<file path="config.mk">
export PLATFORM = sky130hd
export DESIGN_NAME = tlic_ctrl
export DESIGN_NICKNAME = d
export VERILOG_FILES = /design/src/tlic_pkg.sv /design/src/tlic_ctrl.sv
export SDC_FILE = /design/constraint.sdc
export NUM_CORES = 1
export LEC_CHECK = 0
export ABC_AREA = 1
export BUFFER_PORTS_ARGS = -buffer_cell sky130_fd_sc_hd__buf_2
export CAP_MARGIN = 5
export CORE_ASPECT_RATIO = 1.1
export CORE_UTILIZATION = 55
export CTS_CLUSTER_DIAMETER = 60
export CTS_CLUSTER_SIZE = 8
export DETAILED_ROUTE_END_ITERATION = 16
export HOLD_SLACK_MARGIN = 0.15
export PLACE_DENSITY_LB_ADDON = 0.08
export SLEW_MARGIN = 15
export SYNTH_ARGS = -nofsm -noshare
export SYNTH_HDL_FRONTEND = slang
export SYNTH_SLANG_ARGS = --single-unit
</file>
<file path="constraint.sdc">
create_clock -name CORE_CLK -period 3.4 [get_ports CORE_CLK]
set_input_delay 0.17 -clock CORE_CLK [delete_from_list [all_inputs] [get_ports CORE_CLK]]
set_output_delay 0.17 -clock CORE_CLK [all_outputs]
set_load 0.005 [all_outputs]
</file>
<file path="src/tlic_pkg.sv">
package tlic_pkg;

    localparam int NUM_SRC = 22;
    localparam int IDX_W   = 5;
    localparam int ADR_W   = 8;

    // register byte addresses on the wishbone slave
    localparam logic [ADR_W-1:0] OFS_IRQ_EN    = 8'h00;
    localparam logic [ADR_W-1:0] OFS_EXT_EN_A  = 8'h04;
    localparam logic [ADR_W-1:0] OFS_EXT_EN_B  = 8'h08;
    localparam logic [ADR_W-1:0] OFS_IRQ_PRI   = 8'h0C;
    localparam logic [ADR_W-1:0] OFS_EXT_PRI_A = 8'h10;
    localparam logic [ADR_W-1:0] OFS_EXT_PRI_B = 8'h14;
    localparam logic [ADR_W-1:0] OFS_PENDING   = 8'h18;
    localparam logic [ADR_W-1:0] OFS_STATUS    = 8'h1C;

    // field layout
    localparam int GLOBAL_EN_BIT = 7;
    localparam int STD_SRC_CNT   = 7;
    localparam int EXT_A_CNT     = 8;
    localparam int EXT_B_CNT     = 7;
    localparam int STAT_ACT_LO   = 0;
    localparam int STAT_ACT_HI   = 1;
    localparam int STAT_HOLD     = 2;
    localparam int STAT_REQ      = 3;
    localparam int STAT_IDX_LSB  = 8;

    // reset values
    localparam logic [7:0]         EN_RESET      = 8'h00;
    localparam logic [7:0]         PRI_RESET     = 8'h00;
    localparam logic [NUM_SRC-1:0] PEND_RESET    = 22'h000000;
    localparam logic [NUM_SRC-1:0] HW_CLEAR_MASK = 22'h00000F;
    localparam logic [NUM_SRC-1:0] RESERVED_MASK = 22'h042000;

    // vector map
    localparam logic [15:0] VEC_BASE = 16'h0003;
    localparam logic [15:0] VEC_STEP = 16'h0008;

    // timing in system clock cycles
    localparam int DETECT_CYCLES = 1;
    localparam int CALL_CYCLES   = 5;
    localparam int FAST_RESPONSE = 7;

    typedef struct packed {
        logic             cyc;
        logic             stb;
        logic             we;
        logic [ADR_W-1:0] adr;
        logic [3:0]       sel;
        logic [31:0]      dat;
    } tlic_wb_req_t;

    typedef struct packed {
        logic        ack;
        logic [31:0] dat;
    } tlic_wb_rsp_t;

    typedef struct packed {
        logic             valid;
        logic             high;
        logic [IDX_W-1:0] idx;
        logic [15:0]      vector;
    } tlic_cpu_req_t;

    typedef struct packed {
        logic instr_done;
        logic accept;
        logic return_from_irq_instr_done;
    } tlic_cpu_evt_t;

endpackage

</file>
<file path="src/tlic_ctrl.sv">
`timescale 1ns/1ps
// Overview of operation
// - a source event sets its pending flag regardless of any enable
// - request only when pending, source enabled and global enable all set
// - CPU finishes current instruction, then calls the source's fixed vector
// - return instruction resumes the interrupted program at its next instruction
// - disabled sources are ignored and no vectoring happens
// - some flags auto-clear on vectoring, others stay until software clears
// - flag still set after return re-requests after one further instruction
// - per-source enables count only while global enable bit 7 is one
// - global enable zero blocks every source
// - events while globally disabled stay pending and are serviced later
// - one independent enable bit per source across standard and extended registers
// - software writing one to a flag acts like a hardware event
// - high level may preempt low; nothing preempts a high routine
// - preempted low routine resumes and finishes after the high routine returns
// - one priority bit per source, all defaulting to low
// - simultaneous requests: high level first, then fixed source order
// - requests sampled each cycle; fastest response is seven cycles
// - equal or higher routine running delays new requests past return plus one
// - source 0 vectors to 0x0003, each later source eight bytes higher
module tlic_ctrl
    import tlic_pkg::*;
#(
    parameter int                      SRC_CNT  = tlic_pkg::NUM_SRC,
    parameter logic [SRC_CNT-1:0]      AUTO_CLR = tlic_pkg::HW_CLEAR_MASK
) (
    // clock and reset
    input  wire logic                  CORE_CLK,
    input  wire logic                  RESET,
    // wishbone slave
    input  wire tlic_pkg::tlic_wb_req_t WB_REQ,
    output tlic_pkg::tlic_wb_rsp_t     WB_RSP,
    // peripheral interrupt events, one-cycle pulses on CORE_CLK
    input  wire logic [SRC_CNT-1:0]    SRC_EVENT,
    // cpu sequencer
    input  wire tlic_pkg::tlic_cpu_evt_t CPU_EVT,
    output tlic_pkg::tlic_cpu_req_t    CPU_REQ,
    output logic [SRC_CNT-1:0]         PENDING
);
    import tlic_pkg::*;

    logic [7:0]         irq_en_q;
    logic [7:0]         ext_en_a_q;
    logic [7:0]         ext_en_b_q;
    logic [7:0]         irq_pri_q;
    logic [7:0]         ext_pri_a_q;
    logic [7:0]         ext_pri_b_q;
    logic [SRC_CNT-1:0] pend_q;
    logic               act_lo_q;
    logic               act_hi_q;
    logic               hold_q;
    tlic_cpu_req_t      req_q;
    tlic_cpu_req_t      req_d;
    logic               ack_q;
    logic [31:0]        rdat_q;
    logic [31:0]        rdat_d;

    logic               global_irq_enable;
    logic [SRC_CNT-1:0] src_en;
    logic [SRC_CNT-1:0] src_hi;
    logic [SRC_CNT-1:0] cand;
    logic [SRC_CNT-1:0] cand_hi;
    logic [SRC_CNT-1:0] cand_lo;
    logic [SRC_CNT-1:0] sw_set;
    logic [SRC_CNT-1:0] sw_clr;
    logic [SRC_CNT-1:0] hw_clr;
    logic               wr_stb;
    logic               accept;

    // a slave that answers one cycle after the request and drops ack at once;
    // writes land on the edge where the master sees ack, never before it
    assign wr_stb = WB_REQ.cyc & WB_REQ.stb & WB_REQ.we & ack_q;
    assign accept = CPU_EVT.accept & req_q.valid;

    assign global_irq_enable = irq_en_q[GLOBAL_EN_BIT];
    // source order: standard bits 0..6, ext a bits 0..7, ext b bits 0..6
    assign src_en = {ext_en_b_q[EXT_B_CNT-1:0], ext_en_a_q, irq_en_q[STD_SRC_CNT-1:0]};
    assign src_hi = {ext_pri_b_q[EXT_B_CNT-1:0], ext_pri_a_q, irq_pri_q[STD_SRC_CNT-1:0]};

    // pending flags are kept while disabled so they fire once enabled again
    assign cand    = pend_q & src_en & ~RESERVED_MASK & {SRC_CNT{global_irq_enable}};
    assign cand_hi = cand & src_hi;
    assign cand_lo = cand & ~src_hi;

    function automatic logic [IDX_W-1:0] first_set(input logic [SRC_CNT-1:0] v);
        logic [IDX_W-1:0] r;
        r = '0;
        for (int i = SRC_CNT - 1; i >= 0; i--) begin
            if (v[i]) begin
                r = IDX_W'(i);
            end
        end
        return r;
    endfunction

    function automatic logic [15:0] vec_of(input logic [IDX_W-1:0] idx);
        logic [15:0] r;
        r = VEC_BASE + VEC_STEP * {11'h000, idx};
        return r;
    endfunction

    // arbitration, recomputed every cycle and registered once (detect cycle)
    always_comb begin
        req_d = '0;
        if (!hold_q) begin
            if (|cand_hi && !act_hi_q) begin
                req_d.valid  = 1'b1;
                req_d.high   = 1'b1;
                req_d.idx    = first_set(cand_hi);
            end else if (|cand_lo && !act_hi_q && !act_lo_q) begin
                req_d.valid  = 1'b1;
                req_d.high   = 1'b0;
                req_d.idx    = first_set(cand_lo);
            end
        end
        req_d.vector = vec_of(req_d.idx);
    end

    // request to the sequencer; dropped the cycle it is taken or when it lapses
    always_ff @(posedge CORE_CLK) begin
        if (RESET) begin
            req_q <= '0;
        end else if (accept) begin
            req_q <= '0;
        end else begin
            req_q <= req_d;
        end
    end

    // cpu takes the request at an instruction boundary and performs the call
    assign CPU_REQ = req_q;

    // in-service levels: a high call may nest over a low one
    always_ff @(posedge CORE_CLK) begin
        if (RESET) begin
            act_lo_q <= 1'b0;
            act_hi_q <= 1'b0;
        end else if (accept) begin
            if (req_q.high) begin
                act_hi_q <= 1'b1;
            end else begin
                act_lo_q <= 1'b1;
            end
        end else if (CPU_EVT.return_from_irq_instr_done) begin
            // innermost routine returns first; a preempted low one stays active
            if (act_hi_q) begin
                act_hi_q <= 1'b0;
            end else begin
                act_lo_q <= 1'b0;
            end
        end
    end

    // after a return one more instruction must run before any new call
    always_ff @(posedge CORE_CLK) begin
        if (RESET) begin
            hold_q <= 1'b0;
        end else if (CPU_EVT.return_from_irq_instr_done) begin
            hold_q <= 1'b1;
        end else if (CPU_EVT.instr_done) begin
            hold_q <= 1'b0;
        end
    end

    // software writes to the pending register
    always_comb begin
        sw_set = '0;
        sw_clr = '0;
        if (wr_stb && WB_REQ.adr == OFS_PENDING) begin
            for (int i = 0; i < SRC_CNT; i++) begin
                if (WB_REQ.sel[i / 8]) begin
                    sw_set[i] = WB_REQ.dat[i];
                    sw_clr[i] = ~WB_REQ.dat[i];
                end
            end
        end
    end

    // hardware clears only sources marked self-clearing, at the call
    always_comb begin
        hw_clr = '0;
        if (accept) begin
            hw_clr[req_q.idx] = AUTO_CLR[req_q.idx];
        end
    end

    // set beats clear so an event in the clearing cycle is not lost
    genvar g;
    generate
        for (g = 0; g < SRC_CNT; g++) begin : g_pend
            always_ff @(posedge CORE_CLK) begin
                if (RESET) begin
                    pend_q[g] <= PEND_RESET[g];
                end else if (SRC_EVENT[g] || sw_set[g]) begin
                    pend_q[g] <= 1'b1;
                end else if (sw_clr[g] || hw_clr[g]) begin
                    pend_q[g] <= 1'b0;
                end
            end
        end
    endgenerate

    assign PENDING = pend_q;

    // enable registers
    always_ff @(posedge CORE_CLK) begin
        if (RESET) begin
            irq_en_q   <= EN_RESET;
            ext_en_a_q <= EN_RESET;
            ext_en_b_q <= EN_RESET;
        end else if (wr_stb && WB_REQ.sel[0]) begin
            if (WB_REQ.adr == OFS_IRQ_EN) begin
                irq_en_q <= WB_REQ.dat[7:0];
            end else if (WB_REQ.adr == OFS_EXT_EN_A) begin
                ext_en_a_q <= WB_REQ.dat[7:0];
            end else if (WB_REQ.adr == OFS_EXT_EN_B) begin
                ext_en_b_q <= {1'b0, WB_REQ.dat[6:0]};
            end
        end
    end

    // priority registers; bit 7 of the standard one has no source
    always_ff @(posedge CORE_CLK) begin
        if (RESET) begin
            irq_pri_q   <= PRI_RESET;
            ext_pri_a_q <= PRI_RESET;
            ext_pri_b_q <= PRI_RESET;
        end else if (wr_stb && WB_REQ.sel[0]) begin
            if (WB_REQ.adr == OFS_IRQ_PRI) begin
                irq_pri_q <= {1'b0, WB_REQ.dat[6:0]};
            end else if (WB_REQ.adr == OFS_EXT_PRI_A) begin
                ext_pri_a_q <= WB_REQ.dat[7:0];
            end else if (WB_REQ.adr == OFS_EXT_PRI_B) begin
                ext_pri_b_q <= {1'b0, WB_REQ.dat[6:0]};
            end
        end
    end

    // read mux; unmapped addresses read zero and are still acknowledged
    always_comb begin
        rdat_d = '0;
        if (WB_REQ.adr == OFS_IRQ_EN) begin
            rdat_d[7:0] = irq_en_q;
        end else if (WB_REQ.adr == OFS_EXT_EN_A) begin
            rdat_d[7:0] = ext_en_a_q;
        end else if (WB_REQ.adr == OFS_EXT_EN_B) begin
            rdat_d[7:0] = ext_en_b_q;
        end else if (WB_REQ.adr == OFS_IRQ_PRI) begin
            rdat_d[7:0] = irq_pri_q;
        end else if (WB_REQ.adr == OFS_EXT_PRI_A) begin
            rdat_d[7:0] = ext_pri_a_q;
        end else if (WB_REQ.adr == OFS_EXT_PRI_B) begin
            rdat_d[7:0] = ext_pri_b_q;
        end else if (WB_REQ.adr == OFS_PENDING) begin
            rdat_d[SRC_CNT-1:0] = pend_q;
        end else if (WB_REQ.adr == OFS_STATUS) begin
            rdat_d[STAT_ACT_LO] = act_lo_q;
            rdat_d[STAT_ACT_HI] = act_hi_q;
            rdat_d[STAT_HOLD]   = hold_q;
            rdat_d[STAT_REQ]    = req_q.valid;
            rdat_d[STAT_IDX_LSB +: IDX_W] = req_q.idx;
        end
    end

    always_ff @(posedge CORE_CLK) begin
        if (RESET) begin
            ack_q  <= 1'b0;
            rdat_q <= '0;
        end else begin
            ack_q  <= WB_REQ.cyc & WB_REQ.stb & ~ack_q;
            rdat_q <= (WB_REQ.cyc & WB_REQ.stb & ~WB_REQ.we & ~ack_q) ? rdat_d : 32'h00000000;
        end
    end

    assign WB_RSP.ack = ack_q;
    assign WB_RSP.dat = rdat_q;

endmodule

</file>
Word-level counts from Yosys, hierarchy flattened

Memory sizes are Yosys's and may differ from the RTL's. A register that Yosys moved wholly into a read port is not among the register bits.
Cells that the tools add are included.
W data, S select, Z words.

Magnitude comparators: 2
Reduce and logical (&&, ||, !) cells: 92
Equality and inequality tests: 10
Add/sub/neg operators: 1
Mux-type cells: 162
Bitwise gates (word level): 43

Operators by type and width:

| cell                  | count |
|---|---|
| $mux W5               | 48 |
| $and A22 B22 Y22      | 5 |
| $mux W1               | 99 |
| $mux W22              | 3 |
| $mux W8               | 6 |
| $reduce_bool A2 Y1    | 24 |
| $logic_or A1 B1 Y1    | 44 |
| $reduce_or A22 Y1     | 2 |
| $eq A8 B5 Y1 const B  | 4 |
| $not A1 Y1            | 30 |
| $not A22 Y22          | 1 |
| $eq A8 B4 Y1 const B  | 2 |
| $mux W7               | 2 |
| $mux W4               | 3 |
| $add A2 B8 Y9 const A | 1 |
| $reduce_and A3 Y1     | 3 |
| $reduce_or A9 Y1      | 1 |
| $eq A8 B3 Y1 const B  | 1 |
| $logic_not A8 Y1      | 1 |
| $reduce_and A4 Y1     | 2 |
| $reduce_or A8 Y1      | 1 |
| $and A1 B1 Y1         | 7 |
| $logic_and A1 B1 Y1   | 6 |
| $lt A5 B6 Y1 const B  | 1 |
| other kinds (8)       | 13 |

Bits in read-only memories: 32
Bits of input ports: 74
Register bits after elaboration: 126
Memories kept: 1
Logic and storage cells: 351
Output and inout port bits: 78

Memory list:

| memory           | words | width | rd ports | clocked after memory_dff | wr ports | line             | source |
|---|---|---|---|---|---|---|---|
| (name not given) | 32    | 1     | 1        | 1                        | 0        | tlic_ctrl.sv:184 | `hw_clr[req_q.idx] = AUTO_CLR[req_q.idx];` |

Logic depth before layout (Yosys ltp)

Depth after elaboration: 29
Mapped depth: 23
Mapped depth without buffers: 22

Least setup slack after synthesis

No wires, ideal clock.

Path type: register to register
From: register irq_en_q[7]
To: register req_q (netlist bit CPU_REQ[16])
Path slack: 1.743 ns
Required time: 3.291 ns
Data arrival time: 1.548 ns
Library setup time: 0.109 ns
Cell stages (with the launch flop): 24
Cells stage by stage: dfxtp_1 buf_6 buf_8 nand4_1 nand2_1 nand2_1 nand2_1 nand2_1 nand2_1 nand2_1 nand2_1 nand2_1 nand2_1 nand2_1 nand2_1 nand2_1 nand2_1 nand2_1 nand2_1 nand2_1 nand2_1 nand2_1 nand2_1 inv_1

Longest elaborated chain between the ends: 27
Elaborated cells on any way between the ends: 55
Those cells by class: mux (47); bitwise (3); reduce/logical (5)

Ends and longest elaborated chain:

| element                | line             | source |
|---|---|---|
| start, declared        | tlic_ctrl.sv:43  | `logic [7:0] irq_en_q;` |
| start signal, assigned | tlic_ctrl.sv:214 | `irq_en_q <= WB_REQ.dat[7:0];` |
| $and A22 B22 Y22 *     | tlic_ctrl.sv:82  | `assign cand = pend_q & src_en & ~RESERVED_MASK & {SRC_CNT{global_irq_enable}};` |
| $and A22 B22 Y22       | tlic_ctrl.sv:84  | `assign cand_lo = cand & ~src_hi;` |
| $mux W5 (22 in a row)  | tlic_ctrl.sv:90  | `if (v[i]) begin` |
| $mux W7                | tlic_ctrl.sv:111 | `end else if (\|cand_lo && !act_hi_q && !act_lo_q) begin` |
| $mux W7 *              | tlic_ctrl.sv:107 | `if (\|cand_hi && !act_hi_q) begin` |
| $mux W5 *              | tlic_ctrl.sv:106 | `if (!hold_q) begin` |
| end signal, assigned   | tlic_ctrl.sv:127 | `req_q <= req_d;` |
| end, declared          | tlic_ctrl.sv:53  | `tlic_cpu_req_t req_q;` |

Every way passes the cells marked *; elsewhere a longest branch is shown, timed or not.
A chain may end at the register's enable or synchronous reset.

Final worst setup path

From: input port WB_REQ[43] in the netlist's numbering
To: register pend_q[19] (netlist: PENDING[19])

Longest elaborated chain between the ends: 5
Elaborated cells on any way between the ends: 8
Those cells by class: eq/ne (1); mux (3); reduce/logical (4)

Ends and longest elaborated chain:

| element                                              | line                               | source |
|---|---|---|
| start, declared                                      | tlic_ctrl.sv:32                    | `input wire tlic_pkg::tlic_wb_req_t WB_REQ,` |
| $eq A8 B5 Y1 *                                       | tlic_ctrl.sv:170                   | `if (wr_stb && WB_REQ.adr == OFS_PENDING) begin` |
| $logic_and A1 B1 Y1 *                                | tlic_ctrl.sv:170                   |  |
| $mux W22                                             | tlic_ctrl.sv:170                   |  |
| $logic_or A1 B1 Y1 (on tied branches)                | tlic_ctrl.sv:195, tlic_ctrl.sv:197 |  |
| $mux W1 / $reduce_bool A2 Y1 (equally long branches) | n/a                                |  |
| end signal, assigned by index                        | tlic_ctrl.sv:194                   | `pend_q[g] <= PEND_RESET[g];` |
| end, declared                                        | tlic_ctrl.sv:49                    | `logic [SRC_CNT-1:0] pend_q;` |

Marked as above.

==> run_results.csv <==
group,metric,value,unit
hold_path,holdPathEnd,"act_hi_q",
cells_and_area,fin_util,0.7104,
placed_design,dpl_worst_slack,0.9557,ns
floorplan,die-area,9692,sq um
sta,setup_viol,0,
clock_network,clk_pin_slew,0.10,ns
cells_and_area,antenna_cells,0,
worst_setup_path,end_kind,"flop",
placed_design,place.gp.congestion,0.9903,
grt,antenna_found_initial,0,
floorplan,die_y,103.2,microns
sta,slew_headroom,0.2749,
yosys,ys_types,36,
cells_and_area,final_nets,954,
worst_setup_path,critPathKind,"input port to flop",
cells_and_area,drive_above_1_share,0.1867,
clock_network,cts_tree,"built",
worst_setup_path,reg2regPathDepth,10,
floorplan,rows,36,
sta,post-route-period-util,0.8899,
route,drc,0,
hold_path,min_from,"CPU_EVT[1]",
floorplan,coreArea,8964,sq um
pwr,p_leak,2.948,nW
route,dr_total_vias,5733,
yosys,synth_area,5116,sq um
yosys,syn_avg_cell_area,7.136,sq um
yosys,synth_top_area_cell,"dfxtp_1",
clock_network,htree_levels,3,
clock_network,postCtsHoldBufs,54,
yosys,seq_area_frac_synth,0.3991,
sta,worst_pin_slew,1.081,ns
grt,grt_start_max_net_pins,46,
pwr,ir_worst_vdd,0.2836,mV
sta,final.min_clock_period,3.026,ns
clock_network,cts_root_buf,"clkbuf_8",
placed_design,placed_cell_area,5638,sq um
sta,timing.final.ws_setup,0.3745,ns
hold_path,holdCritPathClass,"input port to flop",
worst_setup_path,regToRegSetupSlack,0.79,ns
yosys,synthArstFlopShare,0,
yosys,ys_seq_elements,102,
clock_network,cts_inserted_buffers,9,
run_status,status,"complete, no violations",
route,drt_iter0_drc,428,
sta,fin_setup_tns,0,ns
placed_design,placed_cells,929,
grt,track_usage,0.3551,
worst_setup_path,regToRegStartpoint,"ack_q",
worst_setup_path,cp_slowest_cell,"nor4_4",
floorplan,io_pins,152,
grt,grt_pass1_vias,5097,
clock_network,cts_resized,0,
worst_setup_path,cp.arrival,3.35,ns
cells_and_area,fillers,747,
sta,maxSlewViolCount,0,
cells_and_area,area_growth,24.46,%
worst_setup_path,critical_path.max_fanout,14,
yosys,synth_edf_count,0,
pwr,power,2.217,mW
sta,fmax,330.5,MHz
route,routedWlPerCell,17.02,microns
worst_setup_path,rr_endpoint,"PENDING[19]",
yosys,synth_cells,717,
route,drt_wl_total,16.98,mm
route,viasPerCell,5.744,
sta,skew,0.009981,ns
floorplan,die_w,93.96,microns
sta,finalHoldViolations,0,
worst_setup_path,cp_cell_sequence,"buf_2 -> nor4_4 -> nand2_2 -> inv_2 -> nand2_1 -> inv_1 -> nand2_1 -> inv_1 -> a21oi_1 -> dlygate4sd3_1 -> a21oi_1 -> dlygate4sd3_1",
clock_network,insertion_delay,0.38,ns
route,postRouteAntennaNets,0,
worst_setup_path,critPathRequiredTime,3.73,ns
worst_setup_path,start_kind,"input port",
clock_network,cts_sinks,102,
sta,rsz0062_at_grt,"no",
placed_design,numPortBuffers,121,
yosys,synth-main-ff-cell,"dfxtp_1",
yosys,synth_area_leaders,"dfxtp_1 (40%), nand2_1 (9.0%), a21oi_1 (8.3%), inv_1 (6.5%), nor2_1 (6.0%)",
grt,grt.overflow.total,0,
cells_and_area,design_area,6367,sq um
cells_and_area,fin_cells,998,
route,drtPass1Iterations,5,
floorplan,initial_utilization,0.5708,
hold_path,min_path_cells,5,
yosys,yosysWarnings,0,
clock_network,clockBufferDepth,2,
clock_network,postCtsSetupBuffers,0,
placed_design,hpwl,12.29,mm
sta,hold-worst-slack,0.1504,ns
yosys,synth_top_area_frac,0.3991,
pwr,p_per_area,348.2,nW/um^2
flow_run,maxCapViolations,0,
cells_and_area,final_cell_mix,"nand2_1 (122), buf_2 (121), dfxtp_1 (102)",
grt,grt_pass1_wl,25.50,mm
worst_setup_path,cpPeakStageDelay,0.63,ns
cells_and_area,final_common_cell,"nand2_1",
## flip-flops by register name, summed over array words and instances (netlist names), named ones only
signal / cells
CPU_REQ: 8
PENDING: 22
ack_q: 1
act_hi_q: 1
act_lo_q: 1
ext_en_a_q: 8
ext_en_b_q: 7
ext_pri_a_q: 8
ext_pri_b_q: 7
hold_q: 1
irq_en_q: 8
irq_pri_q: 7
rdat_q: 22
## logic make-up after synthesis
group,synth area share
buf+inv,0.1316
other cells,0.0007330
compound gates,0.2167
flops,0.3991
simple gates,0.2519
## how the worst max path moves through the flow
stage	startpoint	end	slack, ns	cells past startpoint
CTS	WB_REQ[43]	PENDING[19]	0.51	12
detailed placement	irq_en_q[7]	flop	0.96	11
global route	WB_REQ[43]	PENDING[19]	0.26	12
finish	WB_REQ[43]	PENDING[19]	0.37	12
floorplan	irq_en_q[7]	CPU_REQ[16]	1.74	23
global placement	irq_en_q[7]	CPU_REQ[16]	1.03	20
## worst max-delay path: cells and delay by family
kind,cells,cell delay (ns)
buf+inv,6,1.88
simple gates,4,1.06
compound gates,2,0.22
## report_power, final
part	total, mW	switching [mW]	leakage (nW)	internal, mW
Sequential	1.24	0.0302	0.829	1.21
Clock	0.773	0.418	0.0952	0.355
Combinational	0.199	0.0948	2.02	0.105
## cell usage after synthesis, types with 2 or more instances
library cell and n:
a21oi_1 85, nor2_1 82, nand2_2 3, buf_2 4
nor3_1 9, nand4_1 31, a41oi_1 2, inv_1 89
a311oi_1 6, nor2_2 6, a221oi_1 5, nand2_1 122
a211oi_1 4, dfxtp_1 102, clkbuf_1 7, o221ai_1 3
buf_6 4, nor2_4 2, buf_4 29, nand4_2 2
inv_2 4, o21ai_0 59, o211ai_1 18, nor3_2 3
nand3_1 20, a31oi_1 6
## metal layers
layer	wire (microns)	global-route usage
met5	0	0
met4	800	0.2047
met3	1412	0.06342
met2	8042	0.5991
met1	6728	0.4263
## cell type report
type	count	area, sq um	share of cell area
timing repair buffer	179	1176	0.1847
clock buffer	11	141.4	0.02220
tap	114	142.6	0.02240
sequential	102	2042	0.3207
inverter	93	349.1	0.05482
multi-input combinational	495	2469	0.3877
clock inverter	4	47.55	0.007467
(Power assumes the default switching activity.)
